## src/hw/selftest_params.svh

```systemverilog
// Constants for the self-test and firmware authentication supervisor
`ifndef SELFTEST_PARAMS_SVH
`define SELFTEST_PARAMS_SVH
`define REG_STATUS        8'h00
`define REG_CTRL          8'h04
`define REG_DIAG          8'h08
`define REG_FW_RESP       8'h0C
`define REG_DIGEST        8'h10
`define REG_LOGIN         8'h14
`define REG_CRC_REF       8'h18
`define BLA_OK            2'h1
`define BLA_FAIL          2'h2
`define ENC_FAIL          2'h1
`define ENC_OK            2'h2
`define ENG_AES           8'h01
`define ENG_XTS           8'h02
`define ENG_KWRAP         8'h04
`define ENG_HASH          8'h08
`define RESP_OK           32'h00000000
`define RESP_AUTH_FAIL    32'h0000000E
`define CRC_INIT          32'hFFFFFFFF
`define CRC_POLY          32'hEDB88320
`define NUM_KAT           4
`endif

```

## src/hw/selftest_pkg.sv

```systemverilog
// Types for the self-test supervisor
package selftest_pkg;
   typedef enum logic [2:0] {
      ST_CRC   = 3'b000,
      ST_KAT   = 3'b001,
      ST_READY = 3'b010,
      ST_DIAG  = 3'b011,
      ST_FATAL = 3'b100
   } state_t;
   typedef enum logic [1:0] {
      FW_IDLE = 2'b00,
      FW_RECV = 2'b01,
      FW_WAIT = 2'b10
   } fw_state_t;
endpackage

```

## src/hw/crypto_selftest_fw_auth.sv

```systemverilog
// Self-test, firmware authentication and diagnostic supervisor
//
// Local design decisions: the register offsets and the Wishbone interface to the registers.
`timescale 1ns/1ps
`default_nettype none
`include "selftest_params.svh"
module crypto_selftest_fw_auth #(
   parameter int unsigned FLASH_AW = 16
) (
   input  wire logic                    clk_i,
   input  wire logic                    rst_i,
   // Wishbone slave
   input  wire logic                    wb_cyc_i,
   input  wire logic                    wb_stb_i,
   input  wire logic                    wb_we_i,
   input  wire logic [7:0]              wb_adr_i,
   input  wire logic [3:0]              wb_sel_i,
   input  wire logic [31:0]             wb_dat_i,
   output logic      [31:0]             wb_dat_o,
   output logic                         wb_ack_o,
   // Flash image reader
   output logic      [FLASH_AW-1:0]     flash_addr_o,
   output logic                         flash_rd_o,
   input  wire logic [7:0]              flash_data_i,
   input  wire logic                    flash_valid_i,
   input  wire logic                    flash_last_i,
   // Engine known-answer test port
   output logic                         kat_start_o,
   output logic      [1:0]              kat_sel_o,
   output logic                         kat_negative_o,
   input  wire logic                    kat_done_i,
   input  wire logic                    kat_match_i,
   // Hash engine digest result
   input  wire logic                    hash_done_i,
   input  wire logic [31:0]             hash_digest_i,
   // Firmware receive
   input  wire logic                    fw_start_i,
   input  wire logic                    fw_end_i,
   input  wire logic [31:0]             fw_embedded_digest_i,
   output logic                         fw_hash_en_o,
   output logic                         fw_resp_valid_o,
   output logic      [31:0]             fw_resp_code_o,
   // System
   input  wire logic                    io_msg_active_i,
   input  wire logic                    auth_ok_i,
   output logic                         engines_enable_o,
   output logic                         crypto_service_en_o,
   output logic                         data_out_en_o,
   output logic                         diag_mode_o,
   output logic      [2:0]              led_o
);
   import selftest_pkg::*;

   // ------------------------------------------------------------
   // State and status
   // ------------------------------------------------------------
   state_t          state_ff;
   state_t          nxt_state;
   logic [1:0]      bla_ff;
   logic [1:0]      enc_ff;
   logic [7:0]      eng_ff;
   logic [31:0]     crc_ff;
   logic [31:0]     crc_next;
   logic [31:0]     crc_ref_ff;
   logic [FLASH_AW-1:0] addr_ff;
   logic [1:0]      kat_idx_ff;
   logic            kat_busy_ff;
   logic            kat_neg_ff;
   logic            diag_done_ff;
   logic            diag_pass_ff;
   logic            diag_hmac_ff;
   logic [31:0]     digest_ff;
   fw_state_t       fw_ff;
   logic [31:0]     resp_ff;
   logic            resp_v_ff;
   logic            ack_ff;
   logic [31:0]     rdata_ff;
   logic            wb_req;
   logic            wr;
   logic            kat_fail;
   crc32_step u_crc (
      .crc_i  (crc_ff),
      .data_i (flash_data_i),
      .crc_o  (crc_next)
   );
   assign wb_req   = wb_cyc_i & wb_stb_i & ~ack_ff;
   assign wr       = wb_req & wb_we_i;
   assign kat_fail = kat_done_i & (kat_match_i == kat_neg_ff);
   // ------------------------------------------------------------
   // Sequencer
   // ------------------------------------------------------------
   always_comb begin
      nxt_state = state_ff;
      case (state_ff)
         ST_CRC: begin
            if (flash_valid_i && flash_last_i) begin
               nxt_state = (crc_next == crc_ref_ff) ? ST_KAT : ST_FATAL;
            end
         end
         ST_KAT: begin
            if (kat_fail) begin
               nxt_state = ST_FATAL;
            end else if (kat_done_i && kat_idx_ff == 2'(`NUM_KAT - 1)) begin
               nxt_state = ST_READY;
            end
         end
         ST_READY: begin
            if (wr && wb_adr_i == `REG_DIAG && wb_dat_i[0]
                && !io_msg_active_i && auth_ok_i) begin
               nxt_state = ST_DIAG;
            end
         end
         // Diagnostic mode left only by reset
         ST_DIAG:  nxt_state = ST_DIAG;
         ST_FATAL: nxt_state = ST_FATAL;
         default:  nxt_state = ST_FATAL;
      endcase
   end

   always_ff @(posedge clk_i) begin
      if (rst_i) begin
         state_ff <= ST_CRC;
      end else begin
         state_ff <= nxt_state;
      end
   end

   // ------------------------------------------------------------
   // Firmware integrity
   // ------------------------------------------------------------
   always_ff @(posedge clk_i) begin
      if (rst_i) begin
         crc_ff  <= `CRC_INIT;
         addr_ff <= '0;
      end else if (state_ff == ST_CRC && flash_valid_i) begin
         crc_ff  <= crc_next;
         addr_ff <= addr_ff + 1'b1;
      end
   end

   always_ff @(posedge clk_i) begin
      if (rst_i) begin
         crc_ref_ff <= ~`CRC_INIT;
      end else if (wr && wb_adr_i == `REG_CRC_REF && state_ff != ST_CRC) begin
         crc_ref_ff <= wb_dat_i;
      end
   end

   // ------------------------------------------------------------
   // Known-answer tests
   // ------------------------------------------------------------
   // Walk AES, XTS, key wrap, HMAC
   always_ff @(posedge clk_i) begin
      if (rst_i) begin
         kat_idx_ff  <= 2'h0;
         kat_busy_ff <= 1'b0;
         kat_neg_ff  <= 1'b0;
      end else if (state_ff == ST_KAT) begin
         kat_neg_ff <= 1'b0;
         if (!kat_busy_ff) begin
            kat_busy_ff <= 1'b1;
         end else if (kat_done_i) begin
            kat_busy_ff <= 1'b0;
            kat_idx_ff  <= kat_idx_ff + 2'h1;
         end
      end else if (state_ff == ST_READY && nxt_state == ST_DIAG) begin
         kat_neg_ff  <= wb_dat_i[1];
         kat_idx_ff  <= wb_dat_i[5:4];
         kat_busy_ff <= 1'b0;
      end else if (state_ff == ST_DIAG && !diag_done_ff) begin
         kat_busy_ff <= 1'b1;
      end
   end

   // ------------------------------------------------------------
   // Failure fields
   // ------------------------------------------------------------
   always_ff @(posedge clk_i) begin
      if (rst_i) begin
         bla_ff <= 2'h0;
         enc_ff <= 2'h0;
         eng_ff <= 8'h00;
      end else if (state_ff == ST_CRC && nxt_state == ST_FATAL) begin
         bla_ff <= `BLA_FAIL;
      end else if (state_ff == ST_CRC && nxt_state == ST_KAT) begin
         bla_ff <= `BLA_OK;
      end else if (state_ff == ST_KAT && kat_fail) begin
         enc_ff <= `ENC_FAIL;
         eng_ff <= 8'h01 << kat_idx_ff;
      end else if (state_ff == ST_KAT && nxt_state == ST_READY) begin
         enc_ff <= `ENC_OK;
      end
   end

   // ------------------------------------------------------------
   // Diagnostics
   // ------------------------------------------------------------
   always_ff @(posedge clk_i) begin
      if (rst_i) begin
         diag_done_ff <= 1'b0;
         diag_pass_ff <= 1'b0;
         diag_hmac_ff <= 1'b0;
         digest_ff    <= 32'h00000000;
      end else if (state_ff == ST_READY && nxt_state == ST_DIAG) begin
         diag_hmac_ff <= wb_dat_i[2];
      end else if (state_ff == ST_DIAG && !diag_done_ff) begin
         if (diag_hmac_ff && hash_done_i) begin
            digest_ff    <= hash_digest_i;
            diag_done_ff <= 1'b1;
            diag_pass_ff <= 1'b1;
         end else if (!diag_hmac_ff && kat_busy_ff && kat_done_i) begin
            diag_done_ff <= 1'b1;
            diag_pass_ff <= (kat_match_i != kat_neg_ff);
         end
      end
   end

   // ------------------------------------------------------------
   // Firmware image authentication
   // ------------------------------------------------------------
   // Hash image, compare digest
   always_ff @(posedge clk_i) begin
      if (rst_i) begin
         fw_ff     <= FW_IDLE;
         resp_ff   <= `RESP_OK;
         resp_v_ff <= 1'b0;
      end else begin
         resp_v_ff <= 1'b0;
         case (fw_ff)
            FW_IDLE: begin
               if (fw_start_i && state_ff == ST_READY && auth_ok_i) begin
                  fw_ff <= FW_RECV;
               end
            end
            FW_RECV: begin
               if (fw_end_i) begin
                  fw_ff <= FW_WAIT;
               end
            end
            FW_WAIT: begin
               if (hash_done_i) begin
                  fw_ff     <= FW_IDLE;
                  resp_v_ff <= 1'b1;
                  resp_ff   <= (hash_digest_i == fw_embedded_digest_i) ?
                               `RESP_OK : `RESP_AUTH_FAIL;
               end
            end
            default: fw_ff <= FW_IDLE;
         endcase
      end
   end

   // ------------------------------------------------------------
   // Wishbone slave
   // ------------------------------------------------------------
   // Status reads need no login
   always_ff @(posedge clk_i) begin
      if (rst_i) begin
         ack_ff   <= 1'b0;
         rdata_ff <= 32'h00000000;
      end else begin
         ack_ff <= wb_req;
         if (wb_req && !wb_we_i) begin
            case (wb_adr_i)
               `REG_STATUS:  rdata_ff <= {13'h0000, state_ff, eng_ff,
                                          4'h0, enc_ff, bla_ff};
               `REG_DIAG:    rdata_ff <= {29'h00000000, diag_pass_ff,
                                          diag_done_ff, diag_mode_o};
               `REG_FW_RESP: rdata_ff <= resp_ff;
               `REG_DIGEST:  rdata_ff <= (state_ff == ST_DIAG) ?
                                         digest_ff : 32'h00000000;
               `REG_LOGIN:   rdata_ff <= {31'h00000000, auth_ok_i};
               `REG_CRC_REF: rdata_ff <= crc_ref_ff;
               default:      rdata_ff <= 32'h00000000;
            endcase
         end
      end
   end

   // ------------------------------------------------------------
   // Outputs
   // ------------------------------------------------------------
   assign wb_ack_o        = ack_ff;
   assign wb_dat_o        = rdata_ff;
   assign flash_addr_o    = addr_ff;
   assign flash_rd_o      = (state_ff == ST_CRC);
   assign kat_start_o     = ((state_ff == ST_KAT) ||
                             (state_ff == ST_DIAG && !diag_hmac_ff
                              && !diag_done_ff)) && !kat_busy_ff;
   assign kat_sel_o       = kat_idx_ff;
   assign kat_negative_o  = kat_neg_ff;
   assign fw_hash_en_o    = (fw_ff != FW_IDLE);
   assign fw_resp_valid_o = resp_v_ff;
   assign fw_resp_code_o  = resp_ff;
   assign diag_mode_o     = (state_ff == ST_DIAG);
   assign engines_enable_o    = (state_ff == ST_READY);
   assign crypto_service_en_o = (state_ff == ST_READY) & auth_ok_i;
   // No data out in test or error
   assign data_out_en_o       = (state_ff == ST_READY) & auth_ok_i;
   assign led_o = {state_ff == ST_FATAL, state_ff == ST_READY,
                   state_ff == ST_CRC || state_ff == ST_KAT};
   logic unused_ok;
   assign unused_ok = &{1'b0, wb_sel_i, `ENC_OK};
endmodule
`default_nettype wire

```

## src/hw/crc32_step.sv

```systemverilog
// One byte step of a reflected 32-bit CRC
`timescale 1ns/1ps
`default_nettype none
`include "selftest_params.svh"
module crc32_step (
   input  wire logic [31:0] crc_i,
   input  wire logic [7:0]  data_i,
   output logic      [31:0] crc_o
);
   always_comb begin
      crc_o = crc_i ^ {24'h000000, data_i};
      for (int k = 0; k < 8; k++) begin
         crc_o = crc_o[0] ? ((crc_o >> 1) ^ `CRC_POLY) : (crc_o >> 1);
      end
   end
endmodule
`default_nettype wire

```

## config.mk

```make
export PLATFORM = sky130hd
export DESIGN_NAME = crypto_selftest_fw_auth
export DESIGN_NICKNAME = d
export VERILOG_FILES = /design/src/hw/selftest_pkg.sv /design/src/hw/crypto_selftest_fw_auth.sv /design/src/hw/crc32_step.sv
export VERILOG_INCLUDE_DIRS = /design/src /design/src/hw
export SDC_FILE = /design/constraint.sdc
export NUM_CORES = 1
export LEC_CHECK = 0
export BUFFER_PORTS_ARGS = -buffer_cell sky130_fd_sc_hd__clkbuf_2
export CAP_MARGIN = 25
export CORE_UTILIZATION = 58
export CTS_CLUSTER_SIZE = 30
export DETAILED_ROUTE_END_ITERATION = 8
export PLACE_DENSITY_LB_ADDON = 0.05
export SLEW_MARGIN = 30
export SYNTH_ARGS = -nofsm -noshare
export SYNTH_HDL_FRONTEND = slang
export SYNTH_SLANG_ARGS = --single-unit
```

## constraint.sdc

```tcl
create_clock -name clk_i -period 8.2 [get_ports clk_i]
set_input_delay 0.41 -clock clk_i [delete_from_list [all_inputs] [get_ports clk_i]]
set_output_delay 0.41 -clock clk_i [all_outputs]
set_load 0.005 [all_outputs]
```

Yosys cells after proc, flatten, opt, wreduce, memory -nomap -nowiden:

Cells that the tools add are included.

* reduce and logical (&&, ||, !) cells: 51
* bitwise operators: 19
* $add $sub $neg: 2
* equality and inequality tests: 25
* shift operators: 1
* muxes and demuxes: 39

Operators with widths (count)
* $mux 32: 9
* $pmux 32 s6: 1
* $not 13->14: 8
* $eq 32x32->1: 2
* $xor 32x8->32: 1
* $eq 8x5->1 const B: 3
* $logic_and 1x1->1: 24
* $mux 2: 11
* $reduce_and 3->1: 6
* $add 16x1->16 const B: 1
* $eq 8x4->1 const B: 2
* $mux 3: 5
* $eq 3x2->1 const B: 4
* $pmux 3 s4: 1
* $mux 1: 10
* $ne 2x2->1 const B: 5
* $reduce_bool 2->1: 5
* $logic_not 8->1: 1
* $shl 1x2->8 const A: 1
* $eq 3x1->1 const B: 2
* $eq 3x3->1 const B: 2
* $pmux 2 s3: 1
* $reduce_bool 3->1: 2
* $reduce_or 2->1: 3
* 13 further kinds: 27

* register bits after elaboration: 202
* output and inout port bits: 95
* word-level logic and storage cells: 157
* bits of input ports: 130

Longest topological paths before layout:

* word-level depth: 25
* depth in mapped cells: 10
* mapped depth without buffers: 7

Modules after synthesis:

From an unflattened synthesis, not the netlist that was laid out.

* cells, all modules: 950
* area total of the unflattened synthesis: 8489.4 um^2

Modules (own cells, without submodules)
* crypto_selftest_fw_auth: instances 1, sequential area each 3343.2 um^2, area an instance 7563.5 um^2, cells an instance 888
* crc32_step: instances 1, sequential area each 0.0 um^2, area an instance 925.9 um^2, cells an instance 62

Worst setup path before layout:

OpenSTA, ideal clock, no wires.

* kind: input-to-reg
* from: input flash_data_i[4]
* to: register bla_ff[1]
* stages: 7
* path buffers: 0
* library setup time: 125 ps
* data required time: 8075 ps
* setup slack: 5470 ps
* arrival: 2605 ps
* path through: xnor2_2 > xor2_1 > xnor3_1 > xor2_1 > nand2_1 > or4_4 > o41a_1

* cells in the longest elaborated chain, start to end: 18
* elaborated cells on any way between the ends: 22
* those cells by class: eq/ne: 3; mux: 12; bitwise: 4; reduce/logical: 3

RTL lines
* from (decl): line crypto_selftest_fw_auth.sv:24 `input wire logic [7:0] flash_data_i,`
* $xor 32x8->32 (*): line crc32_step.sv:11 `crc_o = crc_i ^ {24'h000000, data_i};`
* $mux 32 (*) (6 in a row): line crc32_step.sv:13 `` crc_o = crc_o[0] ? ((crc_o >> 1) ^ `CRC_POLY) : (crc_o >> 1); ``
* $not 13->14 (no source line) / $mux 32 (equally long branches)
* $mux 32 (*): line crc32_step.sv:13
* $not 13->14 (no source line) / $mux 32 (equally long branches)
* $mux 32 (*): line crc32_step.sv:13
* $eq 32x32->1 (*): line crypto_selftest_fw_auth.sv:97 `nxt_state = (crc_next == crc_ref_ff) ? ST_KAT : ST_FATAL;`
* $mux 3 (*): line crypto_selftest_fw_auth.sv:97
* $mux 3 (*): line crypto_selftest_fw_auth.sv:96 `if (flash_valid_i && flash_last_i) begin`
* $pmux 3 s4 (*): line crypto_selftest_fw_auth.sv:94 `case (state_ff)`
* $eq 3x3->1 / $eq 3x1->1 (equally long branches): line crypto_selftest_fw_auth.sv:183, crypto_selftest_fw_auth.sv:185
* $logic_and 1x1->1 (on tied branches): line crypto_selftest_fw_auth.sv:183, crypto_selftest_fw_auth.sv:185
* $mux 2 / $reduce_bool 2->1 (equally long branches)
* to (signal assigned): line crypto_selftest_fw_auth.sv:184 `` bla_ff <= `BLA_FAIL; ``
* to (signal assigned): line crypto_selftest_fw_auth.sv:186 `` bla_ff <= `BLA_OK; ``
* to (decl): line crypto_selftest_fw_auth.sv:59 `logic [1:0] bla_ff;`

Mark *: on every way between the ends. The rest lies on a longest branch, timed or not.
A chain may end at the register's enable or synchronous reset.

Final worst setup path:

* from: register crc_ff[4]
* to: register state_ff[2]

* cells in the longest elaborated chain, start to end: 15
* elaborated cells on any way between the ends: 16
* those cells by class: eq/ne: 1; mux: 11; bitwise: 4

RTL lines
* from (decl): line crypto_selftest_fw_auth.sv:62 `logic [31:0] crc_ff;`
* from (signal assigned): line crypto_selftest_fw_auth.sv:133 `` crc_ff <= `CRC_INIT; ``
* from (signal assigned): line crypto_selftest_fw_auth.sv:136 `crc_ff <= crc_next;`
* $xor 32x8->32 (*): line crc32_step.sv:11
* $mux 32 (*) (6 in a row): line crc32_step.sv:13
* $not 13->14 (no source line) / $mux 32 (equally long branches)
* $mux 32 (*): line crc32_step.sv:13
* $not 13->14 (no source line) / $mux 32 (equally long branches)
* $mux 32 (*): line crc32_step.sv:13
* $eq 32x32->1 (*): line crypto_selftest_fw_auth.sv:97
* $mux 3 (*): line crypto_selftest_fw_auth.sv:97
* $mux 3 (*): line crypto_selftest_fw_auth.sv:96
* $pmux 3 s4 (*): line crypto_selftest_fw_auth.sv:94
* to (signal assigned): line crypto_selftest_fw_auth.sv:124 `state_ff <= nxt_state;`
* to (decl): line crypto_selftest_fw_auth.sv:57 `state_t state_ff;`

Marks and branches as above.

==> impl_metrics.tcl <==
set metrics [dict create \
    status "complete, but fails checks" \
    violations "DRC" \
    gp_congestion 0.8511 \
    route.detailed.drc 20 \
    pin_count 225 \
    diodes 0 \
    cts_setup_buffers 0 \
    ir_worst_vdd_mv 0.1700 \
    p_sw_w 0.0007877 \
    comb_power_share_pct 33.0 \
    grt_pass1_vias 7203 \
    antenna_found_initial 0 \
    p_int_w 0.001678 \
    cts_buffers 17 \
    ys_async_sr_fraction_pct 0 \
    drt_iter0_drc 684 \
    core_area_sq_um 14640 \
    setup_viol_count_final 0 \
    clock.fmax_mhz 318.7 \
    instances_no_fill 1377 \
    hold_viol 0 \
    die_w_um 124.8 \
    grt_max_degree 109 \
    synth-seq-cells 167 \
    grt_overflow 0 \
    crit_required_ns 8.50 \
    cts.path.max_buffers 2 \
    yosysTopAreaCell "dfxtp_1" \
    crit_type "flip-flop to flip-flop" \
    cts_resized 0 \
    synth_edf_count 0 \
    period_share_pct 38.27 \
    swShare_pct 31.94 \
    yosysMostFrequentCell "dfxtp_1" \
    via_per_inst 5.601 \
    globalRouteTotalUtil_pct 30.43 \
    yosysSeqAreaShare_pct 38.25 \
    maxCapViolCount 0 \
    dp_cells 1345 \
    synth_common_cells "167 x dfxtp_1, 165 x nand2_1, 134 x nor2_1" \
    dp_hpwl_um 16630 \
    fin_worst_skew_ns 0.009541 \
    drv_slew 0 \
    fill_cells 1274 \
    critPathMaxFanout 6 \
    synth_top_area_share_pct 38.25 \
    ant_nets 0 \
    tightest_slew_ns 0.9799 \
    hold_path.class "input port to flip-flop" \
    slew_headroom_pct 34.17 \
    clkSlewWorstSetupHoldPaths_ns 0.07 \
    register_area_sq_um 3343 \
    ys.warnings.count 0 \
    postSynthAreaPerCell_sq_um 8.518 \
    fin_crit_ns 3.138 \
    cts_root_buffer "clkbuf_16" \
    grt_setup_unrepaired "no" \
    port_buffers 191 \
    row_count 44 \
    initial_core_util_pct 59.68 \
    grt_pass1_wl_um 37120 \
    synth_ff_type "dfxtp_1" \
    setup_tns_ns 0 \
    final_nets 1315 \
    post_drt_wl_per_cell_um 17.04 \
    cts_tree "done" \
    yosys-top-cells-area "dfxtp_1 38%, xnor2_1 8.4%, nand2_1 7.1%" \
    multi_input_area_sq_um 5031 \
    powerDensity_nw_per_um2 241.5 \
    num_vias 7713 \
    endpoint_kind "flip-flop" \
    startpoint_type "flip-flop" \
    clk_latency_ns 0.43 \
    pwr-share-clk_pct 30.9 \
    p_leak_nw 4.145 \
    area_delta_synth_final_pct 16.84 \
    netlist_instances 1026 \
    crit_arrival_ns 3.44 \
    htreeDepth 4 \
    power_frac_seq_pct 36.1 \
    hold_buffers 0 \
    drt_pre_antenna_iters 9 \
    drive_above_1_share_pct 21.71 \
    yosys.cell_types.count 58 \
    syn_area_sq_um 8740 \
    wl_um 23470 \
    cts_sinks 167 \
    die_h_um 124.8 \
    die-area_sq_um 15560 \
]
layer usage:
metal  up-vias  wire, um  part of all wire, %  track usage (%)
li1       3732         -                    -                -
met1      3640     10300                   44            40.00
met2       305     11070                   47            50.43
met3        36      1668                  7.1            5.713
met4         0       431                  1.8            9.586
met5         -         0                    0                0
area by class of cell:
type / instances / area share (%)
multi-input combinational: 787 / 49.27
sequential: 167 / 32.74
timing repair buffer: 200 / 10.08
clock buffer: 22 / 4.448
tap: 184 / 2.255
clock inverter: 10 / 0.9435
inverter: 7 / 0.2573
sequential cells by signal (all words and copies together), names as in the netlist, 2 cells and up:
register / cells
bla_ff: 2
crc_ff: 32
crc_ref_ff: 32
digest_ff: 32
enc_ff: 2
eng_ff: 4
flash_addr_o: 16
fw_ff: 2
kat_sel_o: 2
state_ff: 3
wb_dat_o: 32
worst max-delay path, stage by stage (launching register included):
cell	delay (ns)
dfxtp_1	0.35
xnor2_2	0.46
xor2_1	0.55
xnor3_1	0.46
xor2_1	0.18
nand2_1	0.07
or4_4	0.55
o41a_1	0.39
worst paths after layout:
| kind | startpoint | depth (start not counted) | slack, ns | to |
|---|---|---|---|---|
| setup / recovery | crc_ff[4] | 7 | 5.06 | state_ff[2] |
| hold / removal | wb_dat_i[12] | 3 | 0.20 | crc_ref_ff[12] |
| setup reg to reg | crc_ff[4] | 7 | 5.06 | state_ff[2] |
| hold reg to reg | digest_ff[27] | 2 | 0.46 | digest_ff[27] |
logic make-up after synthesis:
family                   Yosys count  share of synthesized area [%]
AO/OA/AOI/OAI                    207                          15.35
XOR/XNOR                         159                          20.19
adder cells (fa/ha/maj)            5                         0.7158
buffers and inverters            100                          5.769
flip-flops                       167                          38.25
multiplexers                      10                          1.188
other                              1                        0.04291
AND/OR/NAND/NOR                  377                          18.50
metrics by stage:
stage | setup WS [ns] | hold slack (ns) | total power, W | utilization [%] | area (sq um)
final | 5.062 | 0.2013 | 0.002466 | 69.73 | 10210
after global routing | 4.922 | 0.2115 | 0.002574 | 69.73 | 10210
after CTS | 5.069 | 0.2017 | 0.002464 | 69.69 | 10210
after detailed placement | 4.942 | 0.4484 | 0.001703 | 65.93 | 9656
after global placement | 4.910 | 0.4434 | 0.001690 | 65.82 | 9639
after floorplan | 5.470 | 0.4336 | 0.001545 | - | 8845
placed cells by master (no fill, tap or decap), types with 3 or more instances in the layout:
cell,Yosys,routed
clkbuf_2,0,190
dfxtp_1,167,167
nand2_1,165,163
nor2_1,134,132
a21oi_1,107,107
xnor2_1,84,84
xor2_1,49,49
a211o_1,31,31
conb_1,1,29
a22oi_1,26,26
clkbuf_16,0,17
nand3_1,13,13
nand4_1,12,12
o21ai_0,10,10
xnor3_1,10,10
and3_1,9,9
buf_4,34,9
a222oi_1,7,7
mux2i_1,7,7
inv_1,7,7
nor3_1,7,6
nand3b_1,5,5
or2_2,5,5
a211oi_1,5,5
ha_1,5,5
or3_1,5,4
xor3_1,4,4
xnor2_2,4,4
xnor2_4,4,4
clkbuf_1,58,4
clkinvlp_4,0,4
nor4_1,4,3
and2_1,3,3
mux2_2,3,3
power groups by stage:
stage | combinational (W) | sequential (W) | clock [W]
after floorplan | 0.000647 | 0.000899 | 0
after global placement | 0.000784 | 0.000906 | 0
after detailed placement | 0.000796 | 0.000907 | 0
after CTS | 0.000807 | 0.000889 | 0.000767
after global routing | 0.000874 | 0.000894 | 0.000806
final | 0.000813 | 0.000890 | 0.000763
(Power assumes the default switching activity.)
